==> src/los_pkg.sv <==
// Purpose: Shared constants for the line signal-loss monitor.
// Assumes: MCLK is the line-rate clock, one bit period per cycle.
// Notes: Register map, field positions and timing counts.
package los_pkg;

	// Register port
	localparam int ADDR_W = 5;
	localparam int DATA_W = 5;
	localparam logic [4:0] RECEIVE_STATUS_ADDR = 5'h00;
	localparam logic [4:0] RECEIVE_CONTROL_ADDR = 5'h02;

	// receive_control fields
	localparam int CTL_EQUALIZER_OFF = 0;
	localparam int CTL_DENSITY_OFF = 1;
	localparam int CTL_AMPLITUDE_OFF = 2;
	localparam int CTL_CODEC_BYPASS = 3;
	localparam logic [4:0] CONTROL_WR_MASK = 5'h0f;
	localparam logic [4:0] CONTROL_RESET = 5'h00;

	// receive_status fields
	localparam int ST_DRIVER_MONITOR = 0;
	localparam int ST_DENSITY_LOSS = 1;
	localparam int ST_AMPLITUDE_LOSS = 2;
	localparam int ST_COMBINED_LOSS = 3;
	localparam int ST_LOCK_LOST = 4;

	// Synchroniser lanes for pin inputs
	localparam int SYNC_W = 7;
	localparam int SY_RX_DATA = 0;
	localparam int SY_CODEC = 1;
	localparam int SY_EQ_OFF = 2;
	localparam int SY_E3 = 3;
	localparam int SY_HOST = 4;
	localparam int SY_DRV_MON = 5;
	localparam int SY_FREQ_ERR = 6;

	// Timing in unit intervals, and cycles derived from it
	localparam int UI_PER_CYCLE = 1;
	localparam int LOS_MIN_UI = 10;
	localparam int LOS_MAX_UI = 255;
	localparam int AMP_FILTER_UI = 32;
	localparam int AMP_FILTER_CYC = AMP_FILTER_UI / UI_PER_CYCLE;

	// Pulse-density detector
	localparam int ZERO_RUN_BITS = 160;
	localparam int WINDOW_BITS = 32;
	localparam int WINDOW_ONES = 10;
	localparam int CLEAR_WINDOWS = 4;

endpackage

==> src/density_loss_detector.sv <==
// Purpose: Pulse-density loss detector on the received bit stream.
// Assumes: One received bit per clock, already synchronised.
// Notes: Forced clear and idle while not enabled.
`timescale 1ns/1ns
module density_loss_detector #(
	parameter int ZERO_RUN = los_pkg::ZERO_RUN_BITS,
	parameter int WINDOW = los_pkg::WINDOW_BITS,
	parameter int MIN_ONES = los_pkg::WINDOW_ONES,
	parameter int WINDOWS = los_pkg::CLEAR_WINDOWS
) (
	// Clock and reset
	input wire logic clk,
	input wire logic rst_b,
	// Stream and control
	input wire logic bit_in,
	input wire logic enable,
	// Result
	output logic loss
);
	import los_pkg::*;

	typedef struct packed {
		logic [7:0] zero_cnt;
		logic [4:0] win_cnt;
		logic [3:0] ones_cnt;
		logic [1:0] good_cnt;
		logic loss;
	} dens_s;

	dens_s q;
	dens_s d;

	always_comb begin
		logic [4:0] ones_tot;
		ones_tot = 5'h00;
		d = q;
		if (!enable) begin
			d = '0;
		end else if (!q.loss) begin
			d.win_cnt = 5'h00;
			d.ones_cnt = 4'h0;
			d.good_cnt = 2'h0;
			if (bit_in) begin
				d.zero_cnt = 8'h00;
			end else if (q.zero_cnt == 8'(ZERO_RUN - 1)) begin
				d.loss = 1'b1;
				d.zero_cnt = 8'h00;
			end else begin
				d.zero_cnt = q.zero_cnt + 8'h01;
			end
		end else begin
			d.zero_cnt = 8'h00;
			ones_tot = {1'b0, q.ones_cnt} + {4'h0, bit_in};
			if (q.win_cnt == 5'(WINDOW - 1)) begin
				d.win_cnt = 5'h00;
				d.ones_cnt = 4'h0;
				if (ones_tot >= 5'(MIN_ONES)) begin
					if (q.good_cnt == 2'(WINDOWS - 1)) begin
						d.loss = 1'b0;
						d.good_cnt = 2'h0;
					end else begin
						d.good_cnt = q.good_cnt + 2'h1;
					end
				end else begin
					d.good_cnt = 2'h0;
				end
			end else begin
				d.win_cnt = q.win_cnt + 5'h01;
				if (ones_tot >= 5'(MIN_ONES)) begin
					d.ones_cnt = 4'(MIN_ONES);
				end else begin
					d.ones_cnt = ones_tot[3:0];
				end
			end
		end
	end

	always_ff @(posedge clk) begin
		if (!rst_b) begin
			q <= '0;
		end else begin
			q <= d;
		end
	end

	assign loss = q.loss;
endmodule

==> src/line_loss_of_signal_monitor.sv <==
// Purpose: Receive signal-loss monitor and codec enable control.
// Assumes: MCLK is the line-rate clock; amplitude declare and clear
// indications arrive synchronous to MCLK from the analog front end.
// Notes: Register port is the decoded side of the host serial port.
// How it works
// - Hardware mode: codec bypass output follows the external bypass pin.
// - Host mode: control bit D3 set disables encoder and decoder.
// - Missing signal drives loss output high and sets status bit.
// - Restored signal drives loss output low and clears status bit.
// - E3 mode: loss follows amplitude declare and clear levels only.
// - Loss declared and cleared between 10 and 255 unit intervals.
// - DS3/STS-1 mode: loss is OR of amplitude and density loss.
// - Amplitude declare below low level, clear above higher level.
// - Status holds lock-lost, combined, amplitude, density, driver flag.
// - Host control bit D2 set stops any amplitude loss declaration.
// - Host control bit D1 set stops any density loss declaration.
// - Both detectors off suppresses the combined loss indication.
// - Density loss after a run of 160 consecutive zero bits.
// - Density clears after four back-to-back 32-bit windows of at least ten ones.
// - No line or frequency error asserts lock lost, reference clock.
`timescale 1ns/1ns
module line_loss_of_signal_monitor (
	// Clock and reset
	input wire logic MCLK,
	input wire logic RST_B,
	// Register port
	input wire logic [los_pkg::ADDR_W-1:0] REG_ADDR,
	input wire logic REG_WR,
	input wire logic [los_pkg::DATA_W-1:0] REG_WDATA,
	output logic [los_pkg::DATA_W-1:0] REG_RDATA,
	// Mode and strap pins
	input wire logic HOST_MODE,
	input wire logic E3_MODE,
	input wire logic CODEC_BYPASS_PIN,
	input wire logic EQUALIZER_OFF_PIN,
	// Line side
	input wire logic RX_DATA,
	input wire logic AMP_DECLARE,
	input wire logic AMP_CLEAR,
	input wire logic FREQ_ERROR,
	input wire logic DRIVER_MONITOR_FLAG,
	// Results
	output logic COMBINED_SIGNAL_LOSS,
	output logic RECEIVE_LOCK_LOST,
	output logic CLOCK_FROM_REFERENCE,
	output logic CODEC_BYPASS,
	output logic EQUALIZER_OFF
);
	import los_pkg::*;

	typedef struct packed {
		logic [SYNC_W-1:0] sync1;
		logic [SYNC_W-1:0] sync2;
		logic [DATA_W-1:0] ctl;
		logic amp_loss;
		logic [7:0] amp_cnt;
		logic comb;
		logic lol;
		logic bypass;
		logic eq_off;
		logic [DATA_W-1:0] rdata;
	} mon_s;

	localparam mon_s MON_RESET = '{
		sync1: '0,
		sync2: '0,
		ctl: CONTROL_RESET,
		amp_loss: 1'b0,
		amp_cnt: 8'h00,
		comb: 1'b0,
		lol: 1'b0,
		bypass: 1'b0,
		eq_off: 1'b0,
		rdata: '0
	};

	mon_s q;
	mon_s d;
	logic dens_loss;
	logic host;
	logic amp_off;
	logic dens_off;
	logic [SYNC_W-1:0] pins;

	function automatic logic addr_is(input logic [ADDR_W-1:0] a,
		input logic [ADDR_W-1:0] target);
		addr_is = (a == target);
	endfunction

	assign pins = {FREQ_ERROR, DRIVER_MONITOR_FLAG, HOST_MODE, E3_MODE,
		EQUALIZER_OFF_PIN, CODEC_BYPASS_PIN, RX_DATA};
	assign host = q.sync2[SY_HOST];
	assign amp_off = host && q.ctl[CTL_AMPLITUDE_OFF];
	assign dens_off = host && q.ctl[CTL_DENSITY_OFF];

	density_loss_detector #(
		.ZERO_RUN(ZERO_RUN_BITS),
		.WINDOW(WINDOW_BITS),
		.MIN_ONES(WINDOW_ONES),
		.WINDOWS(CLEAR_WINDOWS)
	) u_density (
		.clk(MCLK),
		.rst_b(RST_B),
		.bit_in(q.sync2[SY_RX_DATA]),
		.enable(!dens_off),
		.loss(dens_loss)
	);

	always_comb begin
		logic amp_cond;
		amp_cond = 1'b0;
		d = q;
		// Two-flop synchroniser; only the second stage is read
		d.sync1 = pins;
		d.sync2 = q.sync1;

		// Host writes; reserved D4 never stored
		if (REG_WR && addr_is(REG_ADDR, RECEIVE_CONTROL_ADDR)) begin
			d.ctl = REG_WDATA & CONTROL_WR_MASK;
		end

		// Amplitude filter on front-end declare/clear flags
		amp_cond = q.amp_loss ? AMP_CLEAR : AMP_DECLARE;
		if (amp_off) begin
			d.amp_loss = 1'b0;
			d.amp_cnt = 8'h00;
		end else if (amp_cond) begin
			if (q.amp_cnt == 8'(AMP_FILTER_CYC - 1)) begin
				d.amp_loss = !q.amp_loss;
				d.amp_cnt = 8'h00;
			end else begin
				d.amp_cnt = q.amp_cnt + 8'h01;
			end
		end else begin
			d.amp_cnt = 8'h00;
		end

		// Combined loss; E3 uses amplitude only
		if (amp_off && dens_off) begin
			d.comb = 1'b0;
		end else if (q.sync2[SY_E3]) begin
			d.comb = q.amp_loss;
		end else begin
			d.comb = q.amp_loss || dens_loss;
		end

		// No line or off-frequency: lock lost, run from reference
		d.lol = q.amp_loss || q.sync2[SY_FREQ_ERR];

		// Codec and equalizer from host bits or from pins
		d.bypass = host ? q.ctl[CTL_CODEC_BYPASS]
			: q.sync2[SY_CODEC];
		d.eq_off = host ? q.ctl[CTL_EQUALIZER_OFF] : q.sync2[SY_EQ_OFF];

		// Read data; unmapped addresses read zero
		if (addr_is(REG_ADDR, RECEIVE_STATUS_ADDR)) begin
			d.rdata = '0;
			d.rdata[ST_LOCK_LOST] = q.lol;
			d.rdata[ST_COMBINED_LOSS] = q.comb;
			d.rdata[ST_AMPLITUDE_LOSS] = q.amp_loss;
			d.rdata[ST_DENSITY_LOSS] = dens_loss;
			d.rdata[ST_DRIVER_MONITOR] = q.sync2[SY_DRV_MON];
		end else if (addr_is(REG_ADDR, RECEIVE_CONTROL_ADDR)) begin
			d.rdata = q.ctl;
		end else begin
			d.rdata = '0;
		end
	end

	always_ff @(posedge MCLK) begin
		if (!RST_B) begin
			q <= MON_RESET;
		end else begin
			q <= d;
		end
	end

	assign REG_RDATA = q.rdata;
	assign COMBINED_SIGNAL_LOSS = q.comb;
	assign RECEIVE_LOCK_LOST = q.lol;
	assign CLOCK_FROM_REFERENCE = q.lol;
	assign CODEC_BYPASS = q.bypass;
	assign EQUALIZER_OFF = q.eq_off;
endmodule

==> config.mk <==
export PLATFORM = sky130hd
export DESIGN_NAME = line_loss_of_signal_monitor
export DESIGN_NICKNAME = d
export VERILOG_FILES = /design/src/los_pkg.sv /design/src/density_loss_detector.sv /design/src/line_loss_of_signal_monitor.sv
export SDC_FILE = /design/constraint.sdc
export NUM_CORES = 1
export LEC_CHECK = 0
export BUFFER_PORTS_ARGS = -buffer_cell sky130_fd_sc_hd__buf_2
export CAP_MARGIN = 25
export CORE_MARGIN = 10
export CORE_UTILIZATION = 50
export CTS_BUF_LIST = sky130_fd_sc_hd__clkbuf_4
export DETAILED_ROUTE_END_ITERATION = 16
export PLACE_DENSITY = 0.7
export RECOVER_POWER = 100
export SLEW_MARGIN = 20
export SYNTH_ARGS = -nofsm -noshare
export SYNTH_HDL_FRONTEND = slang
export SYNTH_HIERARCHICAL = 1
export SYNTH_SLANG_ARGS = --single-unit
==> constraint.sdc <==
create_clock -name MCLK -period 3.1 [get_ports MCLK]
set_clock_uncertainty 0.1 [all_clocks]
set_input_delay 0.465 -clock MCLK [delete_from_list [all_inputs] [get_ports MCLK]]
set_output_delay 0.465 -clock MCLK [all_outputs]
set_load 0.1 [all_outputs]
# Word-level counts from Yosys, hierarchy flattened
# Cells that the tools add are included.
dict set report totals {
  regBits 56
  inputBits 22
}
dict set report op_classes {
  addsub 5
  order_cmp 1
  eq_ne 5
  n_mux 15
  bitwise 3
  reduce_logical 17
}
# cell n
set ops {}
lappend ops {{$add 8x1->8 const B} 2}
lappend ops {{$mux 1} 10}
lappend ops {{$reduce_or 5->1} 2}
lappend ops {{$eq 8x5->1 const B} 1}
lappend ops {{$eq 8x8->1 const B} 1}
lappend ops {{$mux 4} 2}
lappend ops {{$reduce_or 4->1} 2}
lappend ops {{$reduce_or 2->1} 3}
lappend ops {{$add 4x1->5} 1}
lappend ops {{$add 5x1->5 const B} 1}
lappend ops {{$eq 5x2->1 const B} 1}
lappend ops {{$eq 5x5->1 const B} 1}
lappend ops {{$ge 5x4->1 const B} 1}
lappend ops {{$logic_not 5->1} 1}
lappend ops {{$mux 5} 1}
lappend ops {{$logic_and 1x1->1} 4}
lappend ops {{$mux 2} 2}
lappend ops {{$not 1->1} 3}
lappend ops {{$reduce_or 3->1} 1}
lappend ops {{$add 2x1->2 const B} 1}
lappend ops {{$eq 2x2->1 const B} 1}
lappend ops {{$logic_or 1x1->1} 2}
lappend ops {{$reduce_and 2->1} 1}
lappend ops {{$logic_not 1->1} 1}

# Logic depth before layout (Yosys ltp)
dict set report depth {
  word_depth 5
  depth_mapped 6
  depth_no_buf 6
}

# Cells and area by module
# Netlist, hierarchy kept.
# module n_inst cells_per_inst area_each_um2 seq_area_each_um2
set by_module_without_submodules {}
lappend by_module_without_submodules {line_loss_of_signal_monitor 1 127 1312.5 720.7}
lappend by_module_without_submodules {density_loss_detector 1 87 869.6 400.4}

# Worst setup path after synthesis
# OpenSTA, ideal clock, no wires.
dict set report synth_timing {
  path_type {reg-to-output}
  startpoint {reg q, in the netlist CLOCK_FROM_REFERENCE}
  endpoint {out RECEIVE_LOCK_LOST}
  t_arrival_ns 1.367
  setup_slack_ns 1.168
  path_stages_with_launch 2
  n_path_buf 1
  path_cell_list {dfxtp_1 buf_4}
}
# element line_no
set synth_rtl {}
lappend synth_rtl {{start, declared} line_loss_of_signal_monitor.sv:77} ;# mon_s q;
lappend synth_rtl {{start signal, assigned} line_loss_of_signal_monitor.sv:172} ;# q <= MON_RESET;
lappend synth_rtl {{start signal, assigned} line_loss_of_signal_monitor.sv:174} ;# q <= d;
lappend synth_rtl {{end, declared} line_loss_of_signal_monitor.sv:44} ;# output logic RECEIVE_LOCK_LOST,
# No word-level cell between the ends.

# Final worst setup path
dict set report layout_timing {
  startpoint {reg q, in the netlist COMBINED_SIGNAL_LOSS}
  endpoint {out COMBINED_SIGNAL_LOSS}
}
# element line_no
set layout_rtl {}
lappend layout_rtl {{end, declared} line_loss_of_signal_monitor.sv:43} ;# output logic COMBINED_SIGNAL_LOSS,
# No word-level cell between the ends.

==> impl_metrics.json <==
{
  "cp-start-kind": "flip-flop",
  "wl_met2_um": 1671,
  "syn_area_sq_um": 2182,
  "core_area_sq_um": 4115,
  "htreeDepth": 2,
  "syn_inst": 214,
  "yosys_warnings": 6,
  "fp-row-count": 23,
  "wl_per_cell_um": 12.70,
  "place_area_sq_um": 2333,
  "synth_seq_cells": 56,
  "antenna_found_initial": 0,
  "slowest_stage": "clkbuf_1",
  "drt_iter0_drc": 64,
  "synth_flop_cell": "dfxtp_1",
  "layout-drive-gt1-share_pct": 12.40,
  "maxSlewHeadroom_pct": 20.98,
  "cp.required_ns": 2.53,
  "p_leak_nw": 0.9224,
  "wl_met3_um": 190,
  "die_y_um": 86.06,
  "dpl.hpwl_um": 2714,
  "clockBufferDepth": 2,
  "hold_end": "d[29]$_SDFF_PN0_",
  "drcViolationCount": 0,
  "ff2ff_setup_slack_ns": 0.99,
  "synth_most_common_cell": "dfxtp_1",
  "crit_path_end_kind": "primary output",
  "initial_core_util_pct": 53.03,
  "place_congestion": 0.7514,
  "synth.avg_cell_area_sq_um": 10.20,
  "vias_per_cell": 5.240,
  "maxUsedRoutingLayer": "met4",
  "path_delay_family": "buffers and inverters",
  "yosysTopAreaCell": "dfxtp_1",
  "finalCritPeriodShare_pct": 70.45,
  "fmax_ghz": 0.4579,
  "path_cells": "clkbuf_1",
  "worstReg2RegStart": "q[23]$_SDFF_PN0_",
  "clkTransAtPathRegs_ns": 0.16,
  "fin_crit_ns": 2.184,
  "ant_nets": 0,
  "grt_pass1_wl_um": 6389,
  "yosysSeqAreaShare_pct": 51.38,
  "rsz0062_at_grt": "false",
  "track_usage_pct": 10.57,
  "yosysUniqueCellTypes": 42,
  "worst-path-buf-inv": 1,
  "final_hold_viol_count": 0,
  "clock_latency_ns": 0.37,
  "n_antenna_cell": 0,
  "chipWidth_um": 86.06,
  "totalWireLength_um": 3707,
  "p_per_area_nw_per_um2": 504.9,
  "root_buffer": "clkbuf_4",
  "worstPathMaxFanout": 2,
  "synthTopCellsByArea": "dfxtp_1 51%, and2_1 4.3%, ha_1 4.0%, nor2_1 3.4%, xor2_1 2.8%",
  "setup_viol": 0,
  "cap_violations": 0,
  "wl_met1_um": 1790,
  "synthTopCellsByCount": "56 x dfxtp_1, 20 x nor2_1, 15 x and2_1",
  "clkSinkCount": 56,
  "dr.pass1.iters": 4,
  "grt_pass1_vias": 1525,
  "grt_max_degree": 28,
  "tns_ns": 0,
  "synth_top_area_share_pct": 51.38,
  "numCtsBuffers": 5,
  "vias": 1530,
  "critical-path-max-stage-delay_ns": 0.87,
  "synth_async_sr_flop_share_pct": 0,
  "cts_tree": "done",
  "place.port_buffers": 30,
  "holdBufCountCts": 0,
  "min_from": "FREQ_ERROR",
  "cp.arrival_ns": 1.62,
  "r2r_cells": 6,
  "ctsResizeCount": 0,
  "reg2reg_to": "u_density/loss$_SDFF_PN0_",
  "synth_edf_count": 0,
  "hold_path_class": "in -> reg",
  "syn-num-nets": 243,
  "dieArea_sq_um": 7406,
  "peakVddDrop_mv": 0.3821,
  "overflow": 0,
  "worstHoldPathCells": 2,
  "postCtsSetupRepairBufs": 0,
  "crit_type": "reg -> out",
  "nets": 270,
  "tightest_slew_ns": 1.190,
  "flow.area_growth_from_synthesis_pct": 9.174,
  "final_cell_area_sq_um": 2382,
  "status": "complete, no violations",
  "slew_viol_final": 0,
  "ios": 32
}
==> worst max path at each step <==
stage	from	end	cells past startpoint
global placement	q[23]$_SDFF_PN0_	u_density/loss$_SDFF_PN0_	6
floorplan	CLOCK_FROM_REFERENCE$_SDFF_PN0_	RECEIVE_LOCK_LOST	1
finish	COMBINED_SIGNAL_LOSS$_SDFF_PP0_	COMBINED_SIGNAL_LOSS	1
CTS	q[23]$_SDFF_PN0_	u_density/loss$_SDFF_PN0_	6
detailed placement	q[23]$_SDFF_PN0_	u_density/loss$_SDFF_PN0_	6
global route	COMBINED_SIGNAL_LOSS$_SDFF_PP0_	COMBINED_SIGNAL_LOSS	1
==> stage by stage <==
step                hold WS, ns  utilization [%]  cells  total power [W]  worst slack, ns
floorplan                0.3052                -    214        0.0007944            1.168
global placement         0.3117            56.70    284        0.0008157            1.263
detailed placement       0.3196            56.70    284        0.0008167            1.239
CTS                      0.1573            58.74    292         0.001222            1.218
global route             0.1378            57.89    292         0.001260           0.8153
finish                   0.1786            57.89    292         0.001203           0.9162
==> logic make-up (layout without fill, tap and decap cells) <==
group	count (synthesis)	in the layout	share of synthesized area, %
muxes	7	7	3.268
xor gates and xnor gates	12	12	4.816
adders and majority gates	7	7	4.014
and+or+nand+nor	88	88	23.16
buffers and inverters	15	43	3.669
DFF	56	56	51.38
AOI/OAI and AO/OA	29	29	9.691
==> per-layer routing <==
| metal | vias to the layer above | track usage (%) |
|---|---|---|
| li1 | 804 | - |
| met1 | 698 | 11.68 |
| met2 | 23 | 16.84 |
| met3 | 5 | 5.203 |
| met4 | 0 | 4.491 |
| met5 | - | 0 |
==> state kept, by name, indices dropped and copies added (netlist names) <==
register / cells
CLOCK_FROM_REFERENCE: 1
CODEC_BYPASS: 1
COMBINED_SIGNAL_LOSS: 1
EQUALIZER_OFF: 1
REG_RDATA: 5
d: 7
host: 1
q: 19
u_density/loss: 1
u_density/q: 19
==> layout by cell type, fill, tap and decap left out, types with 2 or more instances in the layout <==
| cell | netlist | final |
|---|---|---|
| nor3b_1 | 3 | 3 |
| a21boi_0 | 5 | 5 |
| xnor2_1 | 5 | 5 |
| ha_1 | 7 | 7 |
| clkbuf_4 | 0 | 6 |
| a31oi_1 | 3 | 3 |
| buf_2 | 1 | 18 |
| xor2_1 | 7 | 7 |
| nor2b_1 | 3 | 3 |
| and3_1 | 7 | 7 |
| and2_1 | 15 | 10 |
| or4_1 | 2 | 2 |
| mux2i_1 | 6 | 6 |
| nor4_1 | 1 | 2 |
| nand2b_1 | 1 | 2 |
| and2_0 | 0 | 5 |
| nor4b_1 | 1 | 2 |
| a21oi_1 | 4 | 4 |
| nand3_1 | 6 | 6 |
| inv_1 | 5 | 5 |
| clkbuf_1 | 3 | 12 |
| o21a_1 | 2 | 2 |
| nor3_1 | 4 | 5 |
| o21ai_0 | 7 | 7 |
| nand4_1 | 9 | 9 |
| nor2_1 | 20 | 20 |
| a32o_1 | 2 | 2 |
| dfxtp_1 | 56 | 56 |
| nand2_1 | 9 | 9 |
==> power breakdown <==
group,switching (W),internal (W),total [W]
combinational,0.0000340,0.0000232,0.0000572
clock,0.000222,0.000182,0.000404
sequential,0.00000711,0.000734,0.000741
==> area by class of cell <==
cell class	count	area, sq um
fillers	368	1733
clock inverters	2	38.79
flip-flops and latches	56	1121
multi-input cells	143	960.9
clock buffers	6	45.04
well taps	50	62.56
repair buffers	30	135.1
inverters	5	18.77
Power figures use the tool's default switching activity.
